--- src/design/wsr_pkg.sv ---
// Constants, register map and state types for the supervision timer and system reset block.
// Assumes a single 200 MHz clock and an Avalon-MM slave with byte addresses.
package wsr_pkg;
    localparam int unsigned CLK_MHZ = 200;
    localparam int unsigned TICK_MS = 1;
    localparam int unsigned TICK_CYCLES = TICK_MS * 1000 * CLK_MHZ;

    localparam logic [7:0] ADR_CTRL = 8'h00;
    localparam logic [7:0] ADR_WDP = 8'h04;
    localparam logic [7:0] ADR_SWAIT = 8'h08;
    localparam logic [7:0] ADR_DSEL = 8'h0c;
    localparam logic [7:0] ADR_PW = 8'h10;
    localparam logic [7:0] ADR_RSEL = 8'h14;
    localparam logic [7:0] ADR_GSEL = 8'h18;
    localparam logic [7:0] ADR_KICK = 8'h1c;
    localparam logic [7:0] ADR_STAT = 8'h20;
    localparam logic [7:0] ADR_MASK = 8'h24;
    localparam logic [7:0] ADR_STATE = 8'h28;
    localparam logic [7:0] ADR_WCNT = 8'h2c;

    localparam int CB_WD_EN = 0;
    localparam int CB_ROUTE_RST = 1;
    localparam int CB_PULSE = 2;
    localparam int CB_WAIT_EN = 3;
    localparam int CB_TRACK = 4;
    localparam int CB_KICK_PIN = 5;
    localparam int CB_TO_PIN = 6;

    localparam int SB_TIMEOUT = 0;
    localparam int SB_RST_ASSERT = 1;
    localparam int SB_RST_RELEASE = 2;
    localparam int NSTAT = 3;

    localparam logic [7:0] CTRL_RST = 8'h60;
    localparam logic [17:0] WDP_RST = 18'h003e8;
    localparam logic [3:0] SWAIT_RST = 4'h0;
    localparam logic [4:0] DSEL_RST = 5'h00;
    localparam logic [15:0] PW_RST = 16'h0001;
    localparam logic [23:0] RSEL_RST = 24'h000000;
    localparam logic [7:0] GSEL_RST = 8'h00;
    localparam logic [2:0] MASK_RST = 3'h0;

    localparam logic [20:0] START_BASE_MS = 21'h000064;
    localparam logic [3:0] START_SEL_MAX = 4'he;
    localparam logic [4:0] DLY_SEL_MAX = 5'h10;
    localparam logic [16:0] RECFG_HOLD_MS = 17'h00001;
    localparam int unsigned TO_PULSE_MS = 1;

    typedef enum logic [1:0] {WD_OFF, WD_WAIT, WD_RUN, WD_TOUT} wsr_wd_state_t;
    typedef enum logic [2:0] {RS_HOLD, RS_DELAY, RS_RUN, RS_PULSE, RS_PWAIT} wsr_rs_state_t;
endpackage : wsr_pkg

--- src/design/wsr_tick.sv ---
// One-millisecond tick divider for the supervision and reset counters.
// Assumes the main clock runs continuously; TICK_CYC is at least one.
`timescale 1ns/1ps
`default_nettype none
module wsr_tick #(
    parameter int unsigned TICK_CYC = 200000
) (
    input wire logic i_mclk,
    input wire logic i_rst,
    output logic o_tick
);
    logic [31:0] cnt_q;
    wire last = (cnt_q == 32'(TICK_CYC - 1));

    always_ff @(posedge i_mclk or posedge i_rst) begin
        if (i_rst) begin
            cnt_q <= 32'h0;
            o_tick <= 1'b0;
        end else begin
            cnt_q <= last ? 32'h0 : cnt_q + 32'h1;
            o_tick <= last;
        end
    end
endmodule : wsr_tick
`default_nettype wire

--- src/design/wsr_top.sv ---
// Supervision timer and system reset generator with an Avalon-MM register slave.
// Assumes all inputs are synchronous to i_mclk; rail and input conditions come as levels.
//
// Design decisions made here: the Avalon-MM register port and the register addresses.
`timescale 1ns/1ps
`default_nettype none
module wsr_top import wsr_pkg::*; #(
    parameter int unsigned TICK_CYC = TICK_CYCLES,
    parameter int unsigned TO_PULSE_TICKS = TO_PULSE_MS
) (
    input wire logic i_mclk,
    input wire logic i_rst,
    input wire logic [7:0] i_address,
    input wire logic i_read,
    input wire logic i_write,
    input wire logic [31:0] i_writedata,
    input wire logic [3:0] i_byteenable,
    output logic [31:0] o_readdata,
    output logic o_waitrequest,
    output logic o_irq,
    input wire logic i_kick,
    input wire logic [23:0] i_pg_on,
    input wire logic [23:0] i_pg_off,
    input wire logic [7:0] i_gpi,
    output logic o_timeout,
    output logic o_sys_rst_n
);
    function automatic logic [31:0] merge(input logic [31:0] o, input logic [31:0] n,
                                          input logic [31:0] m);
        return (o & ~m) | (n & m);
    endfunction : merge

    // Start wait is 100 ms doubled sel times, sel capped at 14.
    function automatic logic [20:0] start_ms(input logic [3:0] sel);
        logic [3:0] s;
        s = (sel > START_SEL_MAX) ? START_SEL_MAX : sel;
        return START_BASE_MS << s;
    endfunction : start_ms

    // Release delay is zero for sel 0, else 1 ms doubled sel-1 times, sel capped at 16.
    function automatic logic [16:0] dly_ms(input logic [4:0] sel);
        logic [4:0] s;
        s = (sel > DLY_SEL_MAX) ? DLY_SEL_MAX : sel;
        return (s == 5'h00) ? 17'h00000 : (17'h00001 << (s - 5'h01));
    endfunction : dly_ms

    logic tick;
    wsr_tick #(.TICK_CYC(TICK_CYC)) u_tick (
        .i_mclk(i_mclk),
        .i_rst(i_rst),
        .o_tick(tick)
    );

    logic [7:0] ctrl_q;
    logic [17:0] wdp_q;
    logic [3:0] swait_q;
    logic [4:0] dsel_q;
    logic [15:0] pw_q;
    logic [23:0] rsel_q;
    logic [7:0] gsel_q;
    logic [2:0] stat_q, stat_d, mask_q;
    logic kick_prev_q, kick_vld_q;
    wsr_wd_state_t wd_q, wd_d;
    wsr_rs_state_t rs_q, rs_d;
    logic [20:0] wcnt_q, wcnt_d;
    logic [16:0] rcnt_q, rcnt_d;
    logic [7:0] tp_q, tp_d;
    logic to_evt;

    // Bus slave: one wait cycle, accept when waitrequest is low.
    wire acc = (i_read | i_write) & ~o_waitrequest;
    wire wr = acc & i_write;
    wire [31:0] bem = {{8{i_byteenable[3]}}, {8{i_byteenable[2]}},
                       {8{i_byteenable[1]}}, {8{i_byteenable[0]}}};
    wire [31:0] rd_mux =
        (i_address == ADR_CTRL) ? {24'h0, ctrl_q} :
        (i_address == ADR_WDP) ? {14'h0, wdp_q} :
        (i_address == ADR_SWAIT) ? {28'h0, swait_q} :
        (i_address == ADR_DSEL) ? {27'h0, dsel_q} :
        (i_address == ADR_PW) ? {16'h0, pw_q} :
        (i_address == ADR_RSEL) ? {8'h0, rsel_q} :
        (i_address == ADR_GSEL) ? {24'h0, gsel_q} :
        (i_address == ADR_STAT) ? {29'h0, stat_q} :
        (i_address == ADR_MASK) ? {29'h0, mask_q} :
        (i_address == ADR_STATE) ? {26'h0, rs_q, o_timeout, o_sys_rst_n, 1'b0} :
        (i_address == ADR_WCNT) ? {11'h0, wcnt_q} : 32'h0;
    wire [31:0] wnew = merge(rd_mux, i_writedata, bem);
    wire wr_ctrl = wr & (i_address == ADR_CTRL);
    wire wr_stat = wr & (i_address == ADR_STAT);
    wire cfg_wr = wr & ((i_address == ADR_CTRL) | (i_address == ADR_DSEL) |
                        (i_address == ADR_PW) | (i_address == ADR_RSEL) |
                        (i_address == ADR_GSEL));

    always_ff @(posedge i_mclk or posedge i_rst) begin
        if (i_rst) begin
            o_waitrequest <= 1'b1;
            o_readdata <= 32'h0;
        end else begin
            o_waitrequest <= ~((i_read | i_write) & o_waitrequest);
            o_readdata <= rd_mux;
        end
    end

    always_ff @(posedge i_mclk or posedge i_rst) begin
        if (i_rst) begin
            ctrl_q <= CTRL_RST;
            wdp_q <= WDP_RST;
            swait_q <= SWAIT_RST;
            dsel_q <= DSEL_RST;
            pw_q <= PW_RST;
            rsel_q <= RSEL_RST;
            gsel_q <= GSEL_RST;
            mask_q <= MASK_RST;
        end else if (wr) begin
            if (wr_ctrl) ctrl_q <= wnew[7:0];
            if (i_address == ADR_WDP) wdp_q <= wnew[17:0];
            if (i_address == ADR_SWAIT) swait_q <= wnew[3:0];
            if (i_address == ADR_DSEL) dsel_q <= wnew[4:0];
            if (i_address == ADR_PW) pw_q <= wnew[15:0];
            if (i_address == ADR_RSEL) rsel_q <= wnew[23:0];
            if (i_address == ADR_GSEL) gsel_q <= wnew[7:0];
            if (i_address == ADR_MASK) mask_q <= wnew[2:0];
        end
    end

    // Kick detection: either edge of the pin, or a bus command.
    wire pin_tog = ctrl_q[CB_KICK_PIN] & kick_vld_q & (i_kick ^ kick_prev_q);
    wire cmd_kick = wr & (i_address == ADR_KICK) & i_writedata[0] & i_byteenable[0];
    wire kick = pin_tog | cmd_kick;

    always_ff @(posedge i_mclk or posedge i_rst) begin
        if (i_rst) begin
            kick_prev_q <= 1'b0;
            kick_vld_q <= 1'b0;
        end else begin
            kick_prev_q <= i_kick;
            kick_vld_q <= 1'b1;
        end
    end

    // Supervision timer.
    wire wd_en = ctrl_q[CB_WD_EN];
    wire route_rst = ctrl_q[CB_ROUTE_RST];
    wire [20:0] period = (wdp_q == 18'h0) ? 21'h1 : {3'h0, wdp_q};
    wire [20:0] wcnt_inc = tick ? wcnt_q + 21'h1 : wcnt_q;

    always_comb begin
        wd_d = wd_q;
        wcnt_d = wcnt_inc;
        to_evt = 1'b0;
        case (wd_q)
            WD_OFF: begin
                wcnt_d = 21'h0;
                if (wd_en) wd_d = ctrl_q[CB_WAIT_EN] ? WD_WAIT : WD_RUN;
            end
            WD_WAIT: begin
                if (wcnt_q >= start_ms(swait_q)) begin
                    wd_d = WD_RUN;
                    wcnt_d = 21'h0;
                end
            end
            WD_RUN: begin
                if (kick) begin
                    wcnt_d = 21'h0;
                end else if (wcnt_q >= period) begin
                    to_evt = 1'b1;
                    wd_d = WD_TOUT;
                end
            end
            WD_TOUT: begin
                if (kick) begin
                    wd_d = WD_RUN;
                    wcnt_d = 21'h0;
                end
            end
            default: wd_d = WD_OFF;
        endcase
        if (!wd_en) begin
            wd_d = WD_OFF;
            wcnt_d = 21'h0;
            to_evt = 1'b0;
        end
    end

    // Timeout pin pulse, only when the pin is assigned and not routed to reset.
    wire to_pin = to_evt & ~route_rst & ctrl_q[CB_TO_PIN];
    always_comb begin
        tp_d = tp_q;
        if (to_pin) tp_d = 8'(TO_PULSE_TICKS);
        else if (tick && tp_q != 8'h0) tp_d = tp_q - 8'h1;
    end

    // System reset generator.
    wire pulse_md = ctrl_q[CB_PULSE];
    wire cond_on = &(i_pg_on | ~rsel_q) & &(i_gpi | ~gsel_q);
    wire cond_bad = |(i_pg_off & rsel_q) | |(~i_gpi & gsel_q);
    wire [16:0] pw_len = (pw_q == 16'h0) ? 17'h1 : {1'b0, pw_q};
    wire [16:0] rcnt_inc = (tick && rcnt_q != 17'h1ffff) ? rcnt_q + 17'h1 : rcnt_q;
    wire released = (rs_q == RS_RUN) | (rs_q == RS_PWAIT);
    wire rst_n_d = (rs_d == RS_RUN) | (rs_d == RS_PWAIT);

    always_comb begin
        rs_d = rs_q;
        rcnt_d = rcnt_inc;
        case (rs_q)
            RS_HOLD: begin
                if (cond_on && rcnt_q >= RECFG_HOLD_MS) begin
                    rs_d = pulse_md ? RS_PULSE : RS_DELAY;
                    rcnt_d = 17'h0;
                end
            end
            RS_DELAY: begin
                if (cond_bad) begin
                    rs_d = RS_HOLD;
                    rcnt_d = 17'h0;
                end else if (rcnt_q >= dly_ms(dsel_q)) begin
                    rs_d = RS_RUN;
                end
            end
            RS_PULSE: begin
                if (rcnt_q >= pw_len) rs_d = RS_RUN;
            end
            RS_RUN: begin
                if (cond_bad) begin
                    rs_d = pulse_md ? RS_PWAIT : RS_HOLD;
                    rcnt_d = 17'h0;
                end
            end
            RS_PWAIT: begin
                if (cond_on) begin
                    rs_d = RS_PULSE;
                    rcnt_d = 17'h0;
                end
            end
            default: rs_d = RS_HOLD;
        endcase
        if (to_evt && route_rst && released) begin
            rs_d = pulse_md ? RS_PULSE : (ctrl_q[CB_TRACK] ? RS_HOLD : RS_DELAY);
            rcnt_d = 17'h0;
        end
        if (cfg_wr) begin
            rs_d = RS_HOLD;
            rcnt_d = 17'h0;
        end
    end

    // Sticky status, set wins over write-one-to-clear.
    wire [2:0] stat_set = {~o_sys_rst_n & rst_n_d, o_sys_rst_n & ~rst_n_d, to_evt};
    wire [2:0] stat_clr = wr_stat ? (i_writedata[2:0] & bem[2:0]) : 3'h0;
    assign stat_d = (stat_q & ~stat_clr) | stat_set;

    always_ff @(posedge i_mclk or posedge i_rst) begin
        if (i_rst) begin
            wd_q <= WD_OFF;
            rs_q <= RS_HOLD;
            wcnt_q <= 21'h0;
            rcnt_q <= 17'h0;
            tp_q <= 8'h0;
            stat_q <= 3'h0;
            o_irq <= 1'b0;
            o_timeout <= 1'b0;
            o_sys_rst_n <= 1'b0;
        end else begin
            wd_q <= wd_d;
            rs_q <= rs_d;
            wcnt_q <= wcnt_d;
            rcnt_q <= rcnt_d;
            tp_q <= tp_d;
            stat_q <= stat_d;
            o_irq <= |(stat_d & mask_q);
            o_timeout <= (tp_d != 8'h0);
            o_sys_rst_n <= rst_n_d;
        end
    end
endmodule : wsr_top
`default_nettype wire

--- config.mk ---
export PLATFORM = sky130hd
export DESIGN_NAME = wsr_top
export DESIGN_NICKNAME = d
export VERILOG_FILES = /design/src/design/wsr_pkg.sv /design/src/design/wsr_tick.sv /design/src/design/wsr_top.sv
export SDC_FILE = /design/constraint.sdc
export NUM_CORES = 1
export LEC_CHECK = 0
export BUFFER_PORTS_ARGS = -buffer_cell sky130_fd_sc_hd__clkbuf_2
export CELL_PAD_IN_SITES_DETAIL_PLACEMENT = 0
export CELL_PAD_IN_SITES_GLOBAL_PLACEMENT = 1
export CORE_UTILIZATION = 46
export DETAILED_ROUTE_END_ITERATION = 10
export PLACE_DENSITY_LB_ADDON = 0.1
export SLEW_MARGIN = 20
export SYNTH_ARGS = -nofsm -noshare
export SYNTH_HDL_FRONTEND = slang
export SYNTH_SLANG_ARGS = --single-unit
--- constraint.sdc ---
create_clock -name i_mclk -period 7.45 [get_ports i_mclk]
set_input_delay 0.3725 -clock i_mclk [delete_from_list [all_inputs] [get_ports i_mclk]]
set_output_delay 0.3725 -clock i_mclk [all_outputs]
set_load 0.005 [all_outputs]
After elaboration in Yosys (flattened, before gate mapping). Cells that the tools add are included.

Register bits after elaboration: 203. Input bits: 105. Output and inout port bits: 36. Logic and storage cells: 195.

$add $sub $neg: 5. Magnitude comparators: 7. Eq/ne operators: 26. Shift operators: 2. Mux-type cells: 56. Bitwise gates (word level): 47. Reductions and logical operators: 29.

Operator list (number): $mux 21 (9); $mux 24 (6); $mux 17 (7); $and 24x24->24 (3); $pmux 21 s3 (1); $pmux 17 s3 (1); $not 24->24 (2); $or 24x24->24 (2); $add 32x1->32 const B (1); $eq 32x18->1 const B (1); $eq 8x5->1 const B (4); $eq 8x6->1 const B (4); $mux 32 (1); $mux 3 (10); $reduce_and 24->1 (1); $reduce_or 24->1 (1); $add 21x1->21 const B (1); $ge 21x18->1 (1); $ge 21x21->1 (1); $shl 7x4->21 const A (1); $logic_not 18->1 (1); $mux 18 (1); $add 17x1->17 const B (1); $ge 17x1->1 const B (1); other kinds (47) (110).

Depth between registers and ports, before layout. Gate-level depths: netlist of the first run.

Depth after elaboration: 21. Gate-level depth with buffers: 15. Gate-level depth less buffers: 14.

Cells and area by module. From an unflattened synthesis of the first run, not the netlist that was laid out.

Cells, all modules: 1274. Area total of the unflattened synthesis: 12099.1 um^2.

Modules (own cells, without submodules): wsr_top (times used 1, cells an instance 1128, area each 10531.4 um^2, sequential area each 4266.6 um^2); wsr_tick (times used 1, cells an instance 146, area each 1567.8 um^2, sequential area each 825.8 um^2).

Worst setup path after synthesis of the first run. OpenSTA, ideal clock, no wires.

Path kind: reg-to-reg. Start point: register wdp_q[10]. End point: register o_timeout. Setup time: 0.131 ns. Data arrival time: 2.913 ns. Required time: 7.319 ns. Slack: 4.406 ns. Stages on the path, launching flop included: 14. Path buffers: 1. Clock period less this slack: 3.044 ns. Cells stage by stage: dfrtp_1 nor4_1 nand2_1 nor4_1 a41o_1 ha_1 nand2b_1 a31oi_1 o21ai_0 a2111oi_4 nor4_1 and3b_1 clkbuf_1 or3_1.

Longest elaborated chain between the ends: 11.

Ends and longest elaborated chain: start: declaration (RTL line wsr_top.sv:55) `logic [17:0] wdp_q;`; start signal: assignment (RTL line wsr_top.sv:116) `if (i_address == ADR_WDP) wdp_q <= wnew[17:0];`; $logic_not 18->1 (RTL line wsr_top.sv:144) `wire [20:0] period = (wdp_q == 18'h0) ? 21'h1 : {3'h0, wdp_q};`; $mux 18 (*) (RTL line wsr_top.sv:144); $ge 21x18->1 (*) (RTL line wsr_top.sv:165) `end else if (wcnt_q >= period) begin`; $mux 1 (*) (RTL line wsr_top.sv:165); $mux 1 (*) (RTL line wsr_top.sv:163) `if (kick) begin`; $mux 1 (*) (RTL line wsr_top.sv:151) `case (wd_q)`; $mux 1 (*) (RTL line wsr_top.sv:178) `if (!wd_en) begin`; $and 1x1->1 (*) (2 in series) (RTL line wsr_top.sv:186) `wire to_pin = to_evt & ~route_rst & ctrl_q[CB_TO_PIN];`; $mux 8 (*) (RTL line wsr_top.sv:189) `if (to_pin) tp_d = 8'(TO_PULSE_TICKS);`; $reduce_bool 8->1 (*) (RTL line wsr_top.sv:271) `o_timeout <= (tp_d != 8'h0);`; end signal: assignment (RTL line wsr_top.sv:271); end: declaration (RTL line wsr_top.sv:25) `output logic o_timeout,`.

Every way passes the cells marked *; elsewhere a longest branch is shown, timed or not. A chain may end at the register's enable or synchronous reset.

Final worst setup path of the first run.
Start point: register wdp_q[11]. End point: register rcnt_q[1].

Longest elaborated chain between the ends: 11.

Ends and longest elaborated chain: $logic_not 18->1 (RTL line wsr_top.sv:144); $mux 18 (*) (RTL line wsr_top.sv:144); $ge 21x18->1 (*) (RTL line wsr_top.sv:165); $mux 1 (*) (RTL line wsr_top.sv:165); $mux 1 (*) (RTL line wsr_top.sv:163); $mux 1 (*) (RTL line wsr_top.sv:151); $mux 1 (*) (RTL line wsr_top.sv:178); $logic_and 1x1->1 (*) (2 in series) (RTL line wsr_top.sv:237) `if (to_evt && route_rst && released) begin`; $mux 17 (*) (RTL line wsr_top.sv:237); $mux 17 (*) (RTL line wsr_top.sv:241) `if (cfg_wr) begin`; named net rcnt_d[1] (RTL line wsr_top.sv:66) `logic [16:0] rcnt_q, rcnt_d;`; end signal: assignment (RTL line wsr_top.sv:267) `rcnt_q <= rcnt_d;`; end: declaration (RTL line wsr_top.sv:66).

The timed path passes the listed nets; every way through them passes the cells marked *.

==> run metrics, run 1 <==
HPWL after DPL=26200 um; Final period util=52.8%; fraction of registers with async set/reset=100%; maximum clock rate=0.254 GHz; Yosys top cell by area=dfrtp_1; CP startpoint kind=flop; endpoints failing setup=0; GPL Wtd Cong=0.879; clock-pin transition on the worst setup and hold timing paths=60 ps; Hold Path Class=primary input to asynchronous set/reset pin; Avg Vias per Cell=5.73; Pleak=6.46 nW; ANT cells=0; Max-cap violations=0; vias in the first global route=9302; I/O pin cnt=141; crit path max-delay cell type=a2111oi_4; Worst Setup SP=wdp_q[11]; CTS buffer count=25; Synth cell types=75; clock sinks=203; wire per inst=20.2 um; Die Ht=164 um; sequential share of power=43.7%; clock share of power=50.2%; Post-synth EDFFs=0; register area share after synthesis=42.3%; relative slew slack=31.5%; Worst-Margin Slew=1020 ps; DR vias=9828; Post-Route WL=34700 um; DP Worst Slack=3470 ps; Post-Syn Area=12000 um2; Max FO, Critical Path=17; CP Data Arrival Time=4360 ps; synthesis warning total=0; Register Area=5090 um2; top post-synthesis cells by area=dfrtp_1 40%, ha_1 8.1%, mux2_2 4.7%; largest net degree at the start of global routing=130; Die Width=164 um; number of synthesized register bits=203; Clock Tree Buf Depth=3; crit path cell chain=nor4_1 > nand2_1 > nor4_1 > a41o_1 > ha_1 > nand2b_1 > a31oi_1 > o21ai_0 > a2111oi_4 > or2_1 > o2111ai_2 > a211oi_1; first-pass GRT wire length=54200 um; critical path's most frequent cell=nor4_1; initial antenna violation count=0; row count=58; Critical Setup Path Class=flop to flop; Peak VDD IR=0.000164 V; Net Sw Frac=23.5%; FF-to-FF Start=wdp_q[11]; Max Clock Skew=20.0 ps; Multi-input gate area=6490 um2; final setup TNS=0 ps; cell count after synthesis=1254; initial DRC count=852; TritonRoute pass-1 iters=5; Final Net Count=1549; Req. time, crit path=7880 ps; Top FF cell, synth=dfrtp_1; fin. max-slew vios=0; clock latency on the worst-skew pair=550 ps; post-CTS sizing=0; htree depth=1; IO buf count=123; Initial Utilization=47.4%; top-area cell type share of the netlist area=40.1%; DRC Markers=0; gr ovfl total=0; crit path time final=3930 ps; Int Pwr=0.00197 W; die area=26800 um2; post-CTS setup buffer count=0; Root Buffer=clkbuf_16; PD cells=187 nW/um2; outcome=completed; Routed Antenna Nets=0; Crit. End Element=flop; syn_area_per_cell=9.60 um2; CTS tree=done; slowest stage delay, CP=580 ps; GRT Total Usage=26.3%; share of layout cells above drive strength 1=18.3%; Synth-to-Final Area Change=14.7%; FILL cells=2334; NetSw=0.000607 W; Final Hold Viols=0; unrepaired setup endpoints after global routing=false; core area=25400 um2; Worst Slack Setup Final=3520 ps; Comb power frac=6.1%
path summary, 6_finish.rpt:
kind / slack, ps / endpoint / cells after the start
max in group asynchronous: 5910 / wdp_q[12] / 3
worst max register to register: 3520 / rcnt_q[1] / 12
min in group i_mclk: 80 / rsel_q[23] / 2
worst max-delay path: 3520 / rcnt_q[1] / 12
worst min-delay path: 10 / u_tick.cnt_q[1] / 2
worst min register to register: 470 / u_tick.cnt_q[31] / 1
sequential cells by signal, indices dropped and copies added (netlist names), 2 cells and up:
signal        cells
wcnt_q           21
mask_q            3
wd_q              2
stat_q            3
rsel_q           24
o_readdata       24
dsel_q            5
rcnt_q           17
gsel_q            8
ctrl_q            8
u_tick.cnt_q     32
wdp_q            18
tp_q              8
pw_q             16
swait_q           4
rs_q              3
synthesized netlist by cell type (4+ instances only):
library cell,n
a2111oi_0,7
a211o_1,4
a211oi_1,7
a21o_1,10
a21oi_1,34
a221oi_1,9
a22o_1,6
a22oi_1,40
a31oi_1,5
and2_1,13
and3_1,22
and4_1,5
buf_2,9
buf_4,10
clkbuf_1,33
dfrtp_1,193
dfstp_2,10
ha_1,78
inv_1,57
mux2_2,50
mux2i_1,19
nand2_1,132
nand2b_1,8
nand3_1,49
nand3b_1,4
nand4_1,31
nor2_1,80
nor2b_1,41
nor3_1,28
nor3b_1,4
nor4_1,23
o211ai_1,4
o21a_1,7
o21ai_0,64
o21ai_1,12
o22ai_1,8
or4_1,6
xnor2_1,35
xor2_1,40
cells by family (layout without fill, tap and decap cells):
group	after synthesis	after routing	synth area share, %
AND/OR/NAND/NOR	468	468	20.0
multiplexers	69	69	6.25
flip-flops	203	203	42.3
other	2	10	0.0624
XOR/XNOR	75	75	5.45
adder cells (fa/ha/maj)	78	78	8.10
AO/OA/AOI/OAI	244	244	13.7
buffers and inverters	115	238	4.05
per-stage QoR:
| step | instances | cell area (um2) | util, % | hold WS [ps] | power (W) |
|---|---|---|---|---|---|
| global route | 1715 | 13800 | 54.4 | 66.2 | 0.00266 |
| finish | 1715 | 13800 | 54.4 | 14.0 | 0.00258 |
| CTS | 1715 | 13800 | 54.4 | 61.2 | 0.00260 |
| floorplan | 1262 | 12100 | - | 404 | 0.00124 |
| global placement | 1666 | 12900 | 50.8 | 465 | 0.00130 |
| detailed placement | 1666 | 12900 | 50.8 | 466 | 0.00130 |
cells in the final DEF, fill, tap and decap left out, types with 6 or more instances in the layout:
cell       netlist  final
clkinv_2         0      7
dfrtp_1        193    193
nand3_1         49     49
a21o_1          10     10
conb_1           2     10
nand4_1         31     31
a2111oi_0        7      7
clkbuf_16        0     25
a221oi_1         9      9
a211oi_1         7      7
a22oi_1         40     40
o21ai_1         12     12
nor4_1          23     23
nor2_1          80     80
inv_1           57     56
dfstp_2         10     10
clkbuf_2         0    123
nor2b_1         41     41
xor2_1          40     40
xnor2_1         35     35
ha_1            78     78
nand2_1        132    131
a21oi_1         34     34
o22ai_1          8      8
and2_1          13     13
o21a_1           7      7
nand2b_1         8      8
mux2i_1         19     19
mux2_2          50     50
and3_1          22     22
buf_4           10      7
o21ai_0         64     64
nor3_1          28     28
or4_1            6      6
a22o_1           6      6
layout make-up:
type / count / area share (%)
Inverter: 59 / 1.66
Tap cell: 330 / 2.99
Clock buffer: 32 / 5.01
Timing Repair Buffer: 133 / 5.06
Clock inverter: 14 / 1.39
Sequential cell: 203 / 36.9
Multi-Input combinational cell: 944 / 47.0
layer usage:
| layer | GRT usage, % | up-vias | wire length (um) | part of all wire (%) |
|---|---|---|---|---|
| li1 | - | 4752 | - | - |
| met1 | 40.0 | 4739 | 16800 | 48 |
| met2 | 39.9 | 299 | 15100 | 43 |
| met3 | 3.26 | 38 | 2110 | 6.1 |
| met4 | 5.56 | 0 | 666 | 1.9 |
| met5 | 0 | - | 0 | 0 |
power groups by stage:
stage / Sequential [W] / Combinational (W) / Clock (W)
final: 0.00113 / 0.000157 / 0.00130
after floorplan: 0.00114 / 0.0000958 / 0
after global placement: 0.00115 / 0.000155 / 0
after global routing: 0.00113 / 0.000174 / 0.00136
after CTS: 0.00113 / 0.000158 / 0.00132
after detailed placement: 0.00115 / 0.000156 / 0
worst max-delay path: cells and delay by family, from the launching register on:
kind	cells	cell delay, ps
AND/OR/NAND/NOR	5	1160
adder cells (fa/ha/maj)	1	220
flip-flops	1	440
AO/OA/AOI/OAI	6	2000
timing repair:
action,in CTS,in global routing
hold endpoints to repair,2,0
endpoints found under the setup margin,0,0
hold buffers,3,0
Power figures use the tool's default switching activity.
==> inputs of run 2 (changes only) <==
- ABC_AREA: default -> 1
- CORE_UTILIZATION: 46 -> 39
- clock period: 7.45 -> 3.33 ns (I/O delays scaled with it)
==> run 2 against run 1 <==
Against the previous run:
- synthesized cell count increased by 42%
- clock power up 120%
- clock skew decreased by 4.4 ps
- global-route usage is 0.55 points lower
- utilization down 7.2 points
- sequential share of layout area fell by 3.7 points
- via count is 24% higher
- non-clock buffer count rose by 38
- register-to-register slack worse by 3200 ps
- critical path type unchanged
- largest power group unchanged
==> run metrics, run 2 <==
outcome=completed; max reg flops=32 (unchanged); endpoints failing setup=0 (unchanged); fin. max-slew vios=0 (unchanged); largest net degree at the start of global routing=77 (-41%); Synth-to-Final Area Change=18.4%; Routed Antenna Nets=0 (unchanged); register area share after synthesis=39.2% (-3.1 points); IO buf count=123 (unchanged); CTS buffer count=27 (+8.0%); clock sinks=203 (unchanged); final setup TNS=0 ps (unchanged); Top Registers=u_tick.cnt_q: 32 flops, o_readdata: 24 flops, rsel_q: 24 flops; Final period util=90.6% (+38 points); CTS tree=done; Critical Setup Path Class=flop to flop; Final Hold Viols=0 (unchanged); ANT cells=0 (unchanged); Max Clock Skew=15.5 ps (-4.42 ps); DRC Markers=0 (unchanged); GRT Total Usage=25.8% (-0.55 points); Top FF cell, synth=dfrtp_1; maximum clock rate=0.331 GHz (+30%); Synth cell types=49 (-35%); Peak VDD IR=0.000327 V (+99%); syn_area_per_cell=7.28 um2 (-24%); DP Worst Slack=80.1 ps (-3390 ps); Root Buffer=clkbuf_16; Req. time, crit path=3780 ps (-4100 ps); Pleak=7.94 nW (+23%); placed cells=2346 (+41%); Post-Syn Area=13000 um2 (+7.9%); synthesis warning total=0 (unchanged); Final Cell Area=15400 um2 (+11%); initial antenna violation count=0 (unchanged); Final Net Count=2132 (+38%); Post-synth EDFFs=0 (unchanged); Largest Register=u_tick.cnt_q; commonest non-fill, non-tap cell in the layout=nand2_1; top post-synthesis cells by count=492 x nand2_1, 251 x inv_1, 193 x dfrtp_1; vias in the first global route=11888 (+28%); Hold Path Stages=3; Multi-input gate area=6730 um2 (+3.7%); CP Data Arrival Time=3470 ps (-890 ps); Max FO, Critical Path=17 (unchanged); Max-cap violations=0 (unchanged); initial DRC count=868 (+1.9%); CP startpoint kind=flop; Hold Path Class=primary input to flop; clock-pin transition on the worst setup and hold timing paths=60 ps (about the same); I/O pin cnt=141 (unchanged); most frequent cells in the layout=490 x nand2_1, 246 x inv_1, 190 x dfrtp_1; TritonRoute pass-1 iters=5 (unchanged); Final Util=47.1% (-7.2 points); first-pass GRT wire length=66800 um (+23%); top-area cell type share of the netlist area=37.2% (-2.9 points); relative slew slack=42.9% (+11 points); Worst Slack Setup Final=313 ps (-3210 ps); gr ovfl total=0 (unchanged); row count=66 (+14%); top post-synthesis cells by area=dfrtp_1 37%, nand2_1 14%, ha_1 7.5%; Yosys top cell by area=dfrtp_1; die area=34000 um2 (+27%); Register Area=5100 um2 (about the same); Worst-Margin Slew=855 ps (-169 ps); Crit. End Element=flop; Initial Utilization=39.8% (-7.6 points); FILL cells=3416 (+46%); R2R Setup Slk=310 ps (-3210 ps); dpl cell area=14300 um2 (+11%); clock latency on the worst-skew pair=540 ps (about the same); Clock Tree Buf Depth=3 (unchanged); Die Width=184 um (+13%); core area=32600 um2 (+28%); htree depth=1 (unchanged); Avg Vias per Cell=5.06 (-12%); fraction of registers with async set/reset=100% (unchanged); most frequent cell after synthesis=nand2_1; Post-Route WL=43000 um (+24%); DR vias=12204 (+24%); HPWL after DPL=33700 um (+28%); PD cells=407 nW/um2 (+120%); Final Non-Filler Cells=2411 (+41%); cell count after synthesis=1783 (+42%); Die Ht=184 um (+13%); number of synthesized register bits=203 (unchanged); reg2reg path depth=17 (+5); share of layout cells above drive strength 1=14.5% (-3.8 points); crit path time final=3020 ps (-913 ps); GPL Wtd Cong=0.920 (+4.6%); wire per inst=17.8 um (-12%)
-- run 2: changes by cell type in the layout (fill, tap and decap cells not counted), moves of 39 or more --
| cell | before | now |
|---|---|---|
| nor2b_1 | 41 | 0 |
| inv_1 | 56 | 246 |
| nand2_1 | 131 | 490 |
| a22oi_1 | 40 | 0 |
| nor2_1 | 80 | 184 |
| mux2_2 | 50 | 0 |
| nand3_1 | 49 | 88 |
-- run 2: path summary, 6_finish.rpt --
path / from / to
max: swait_q[1] / wcnt_q[4]
min: i_writedata[14] / rsel_q[14]
max reg2reg: swait_q[1] / wcnt_q[4]
min reg2reg: u_tick.cnt_q[0] / u_tick.cnt_q[0]
max in group asynchronous: i_rst / wcnt_q[16]
min in group asynchronous: i_rst / u_tick.cnt_q[9]
-- run 2: layout make-up --
| type | instances | area share, % |
|---|---|---|
| Multi-Input combinational cell | 1272 | 43.8 |
| Sequential cell | 203 | 33.1 |
| Timing Repair Buffer | 171 | 6.98 |
| Inverter | 274 | 6.71 |
| Clock buffer | 35 | 5.05 |
| Tap cell | 442 | 3.60 |
| Clock inverter | 14 | 0.732 |
-- run 2: where the power goes --
part / switching [W] / internal (W) / leakage (nW) / total (W)
logic: 0.000478 / 0.000271 / 4.86 / 0.000749
registers: 0.0000703 / 0.00253 / 2.65 / 0.00260
clock network: 0.00120 / 0.00172 / 0.435 / 0.00291
total: 0.00174 / 0.00452 / 7.94 / 0.00626
-- run 2: critical path, stage by stage (launching register included) --
cell	delay (ps)
dfrtp_2	460
inv_1	150
nor2_1	110
inv_1	50
o21ai_0	280
nand2_1	90
ha_1	280
nand2_1	80
o21ai_0	90
a21oi_1	180
o21ai_0	140
a21boi_0	180
o211ai_1	110
buf_4	190
o21ai_0	100
nand2_1	120
buf_12	170
nor3_1	150
-- run 2: metrics by stage --
step	power, W	hold slack (ps)
4_1_cts	0.00631	1.23
2_1_floorplan	0.00306	198
5_1_grt	0.00651	27.2
3_5_place_dp	0.00337	283
6_report	0.00626	25.4
3_3_place_gp	0.00337	275
-- run 2: metal layers --
layer	routed length, um	GRT usage [%]	vias to the layer above
li1	-	-	6084
met1	20400	36.7	5692
met2	19100	41.0	370
met3	2630	3.42	58
met4	909	6.53	0
met5	0	0	-
-- run 2: kinds of logic after synthesis --
family	count (synthesis)	synth area share [%]
flip-flops	203	39.2
AND/OR/NAND/NOR	916	30.4
XOR/XNOR	48	3.24
adder cells (fa/ha/maj)	78	7.51
AO/OA/AOI/OAI	216	9.78
buffers and inverters	316	9.50
other	2	0.0578
multiplexers	4	0.308
-- run 2: what timing repair did --
item / 4_1_cts / 5_1_grt
hold endpoints to repair: 38 / 0
gates resized for setup: 0 / 18
hold buffers: 14 / 0
setup buffers: 0 / 2
setup endpoints to repair: 0 / 22
==> inputs of run 3 (changes only) <==
- CORE_UTILIZATION: 39 -> 40
- SYNTH_HIERARCHICAL: default -> 1
==> run 3 against run 2 <==
Against the previous run:
- worst setup slack lost 92 ps
- clock skew shrank 0.70 ps
- flip-flop and latch count is the same
- sequential share of layout area shrank 0.59 points
- utilization grew 0.95 points
- register-to-register slack lost 90 ps
- combinational power shrank 14%
- largest power group unchanged
- final cell count shrank 0.21%
- sequential power is essentially flat
- synthesized cell count shrank 0.95%
- hold slack lost 11 ps
- critical path depth grew 6
==> run metrics, run 3 <==
outcome=completed; clock-pin transition on the worst setup and hold timing paths=60 ps (about the same); syn_area_per_cell=7.49 um2 (+2.9%); DR vias=11974 (-1.9%); clock sinks=203 (unchanged); htree depth=1 (unchanged); crit path cell chain=nor3_2 > a21oi_1 > inv_1 > nand2_2 > ha_4 > inv_1 > nor3_2 > nand2_1 > ha_1 > a21oi_1 > or2_2 > a21oi_1 > nor2_1 > nand2_1 > nor2_1 > nor2_1 > nand3_1 > nand3_2 > nand2_2 > nand2_1 > nand2_1 > nand2_1 > nand3_1; initial DRC count=727 (-16%); ANT cells=0 (unchanged); first-pass GRT wire length=65000 um (-2.7%); reg2reg path depth=23 (+6); Max FO, Critical Path=3 (-14); PD cells=375 nW/um2 (-8.0%); Worst Setup SP=dsel_q[3]; crit path max-delay cell type=dfrtp_1; Post-Syn Area=13200 um2 (+1.9%); largest net degree at the start of global routing=55 (-29%); number of synthesized register bits=203 (unchanged); most frequent cell after synthesis=nand2_1; Worst Hold Launch=i_writedata[8]; relative slew slack=40.2% (-2.8 points); final setup TNS=0 ps (unchanged); register area share after synthesis=38.5% (-0.72 points); CP startpoint kind=flop; Top FF cell, synth=dfrtp_1; xor-xnor portion of the synthesized cell area=2.78% (-0.46 points); Synth-to-Final Area Change=18.2%; wire per inst=17.1 um (-4.3%); Peak VDD IR=0.000416 V (+28%); HPWL after DPL=32300 um (-4.2%); Yosys top cell by area=dfrtp_1; Die Width=184 um (-0.33%); crit path time final=3110 ps (+91.5 ps); top post-synthesis cells by area=dfrtp_1 36%, nand2_1 14%, ha_1 7.6%; Pleak=8.08 nW (+1.8%); Initial Utilization=40.7% (+0.85 points); Root Buffer=clkbuf_16; Clock Tree Buf Depth=3 (unchanged); Hold Path End=rsel_q[8]; Hold Path Class=primary input to flop; die area=33800 um2 (-0.66%); most frequent cells in the layout=475 x nand2_1, 231 x inv_1, 192 x dfrtp_1; simple-gate area share of the yosys netlist=31.5% (+1.1 points); dpl cell area=14500 um2 (+1.5%); clock latency on the worst-skew pair=540 ps (about the same); Post-Route WL=41100 um (-4.5%); Req. time, crit path=3740 ps (-40 ps); slowest stage delay, CP=400 ps (-60 ps); commonest non-fill, non-tap cell in the layout=nand2_1; critical path's most frequent cell=nand2_1; post-synthesis compound-gate area fraction=10.5% (+0.68 points); Largest Register=u_tick/cnt_q; FF-to-FF Start=dsel_q[3]; unrepaired setup endpoints after global routing=true; share of layout cells above drive strength 1=18.0% (+3.5 points); Routed Antenna Nets=0 (unchanged); endpoints failing setup=0 (unchanged); NetSw=0.00159 W (-9.0%); fraction of registers with async set/reset=100% (unchanged); Post-synth EDFFs=0 (unchanged); CTS buffer count=25 (-7.4%); gr ovfl total=0 (unchanged); Comb power frac=11.0% (-1.0 points); Avg Vias per Cell=4.98 (-1.7%); Final Util=48.1% (+0.95 points); Max-cap violations=0 (unchanged); initial antenna violation count=0 (unchanged); I/O pin cnt=141 (unchanged); fin. max-slew vios=0 (unchanged); synthesis warning total=6 (+6); Critical Setup Path Class=flop to flop; maximum clock rate=0.322 GHz (-2.9%); max reg flops=32 (unchanged); clock share of power=44.7% (-1.8 points); GRT Total Usage=24.9% (-0.92 points); Final Net Count=2130 (-0.094%); sequential share of power=44.3% (+2.8 points); multiplexer share of the synthesized area=0.425% (+0.12 points); Final period util=93.4% (+2.7 points); R2R Setup Slk=220 ps (-90 ps); CTS tree=done; Die Ht=184 um (-0.33%); largest family of logic cells by synthesized area=simple AND/OR/NAND/NOR gates; cell count after synthesis=1766 (-0.95%); reg2reg end=o_irq; Crit. End Element=flop; Synth cell types=69 (+41%); top-area cell type share of the netlist area=36.5% (-0.69 points); TritonRoute pass-1 iters=5 (unchanged); Int Pwr=0.00427 W (-5.4%); vias in the first global route=11745 (-1.2%); Worst-Margin Slew=897 ps (+41.3 ps); CP Data Arrival Time=3520 ps (+50 ps); adder-cell area share of the yosys netlist=7.56% (+0.051 points); Final Hold Viols=0 (unchanged); Net Sw Frac=27.1% (-0.79 points); Final Cell Area=15600 um2 (+1.8%); Max Clock Skew=14.8 ps (-0.700 ps); DRC Markers=0 (unchanged); core area=32500 um2 (-0.25%); Hold Path Stages=3 (unchanged); IO buf count=123 (unchanged); top post-synthesis cells by count=484 x nand2_1, 234 x inv_1, 195 x nor2_1; row count=66 (unchanged); Top Registers=u_tick/cnt_q: 32 flops, o_readdata: 24 flops, rsel_q: 24 flops; GPL Wtd Cong=0.877 (-4.6%)
==> run 3: what timing repair did <==
| action | CTS | global route |
|---|---|---|
| resized for setup | 0 | 33 |
| hold buffers | 18 | 0 |
| buffers inserted | 0 | 6 |
| endpoints found under the setup margin | 0 | 10 |
| hold endpoints to repair | 69 | 0 |
==> run 3: metal layers <==
metal / wire length (um) / GRT usage [%] / up-vias / share of wire, %
met3: 1810 / 3.84 / 65 / 4.4
met1: 18500 / 32.2 / 5634 / 45
met2: 19700 / 42.7 / 239 / 48
li1: - / - / 6036 / -
met5: 0 / 0 / - / 0
met4: 1110 / 7.03 / 0 / 2.7
==> run 3: critical path: cells and delay by family, from the launching register on <==
family	cells	cell delay (ps)
AND/OR/NAND/NOR	16	1610
adder cells (fa/ha/maj)	2	570
flip-flops	1	400
AO/OA/AOI/OAI	3	270
buffers and inverters	2	130
==> run 3: worst max-delay path by stage <==
| stage | to | slack (ps) | cells after the start |
|---|---|---|---|
| finish | o_irq | 220 | 23 |
| global route | o_irq | -80 | 27 |
| CTS | o_irq | 60 | 25 |
| detailed placement | o_irq | 90 | 25 |
| global placement | o_irq | 140 | 25 |
| floorplan | o_irq | 380 | 25 |
==> run 3: cell families (layout without fill, tap and decap cells) <==
group | after synthesis | in the layout
AND/OR/NAND/NOR | 909 | 909
buffers and inverters | 291 | 481
AO/OA/AOI/OAI | 235 | 235
flip-flops | 203 | 203
adder cells (fa/ha/maj) | 80 | 80
XOR/XNOR | 42 | 42
multiplexers | 4 | 4
other | 2 | 10
==> run 3: metrics by stage <==
| step | hold WS [ps] | power, W | setup slack (ps) | std cells |
|---|---|---|---|---|
| after floorplan | 198 | 0.00300 | 377 | 1774 |
| after global placement | 305 | 0.00325 | 138 | 2336 |
| after detailed placement | 305 | 0.00325 | 89.8 | 2336 |
| after CTS | 6.36 | 0.00592 | 57.7 | 2400 |
| after global routing | 38.9 | 0.00614 | -79.6 | 2406 |
| final | 14.1 | 0.00586 | 221 | 2406 |
==> run 3: cell type report <==
| class | instances | area (um2) |
|---|---|---|
| timing repair buffer | 178 | 1110 |
| inverter | 257 | 971 |
| fill | 3378 | 16900 |
| sequential | 203 | 5090 |
| clock buffer | 36 | 727 |
| clock inverter | 10 | 62.6 |
| multi-input combinational | 1280 | 7130 |
| tap | 442 | 553 |
==> run 3: power by group through the flow <==
| stage | logic [W] | registers (W) | clock network [W] |
|---|---|---|---|
| 2_1_floorplan | 0.000386 | 0.00261 | 0 |
| 3_3_place_gp | 0.000607 | 0.00264 | 0 |
| 3_5_place_dp | 0.000613 | 0.00264 | 0 |
| 4_1_cts | 0.000634 | 0.00260 | 0.00269 |
| 5_1_grt | 0.000733 | 0.00260 | 0.00280 |
| 6_report | 0.000642 | 0.00260 | 0.00262 |
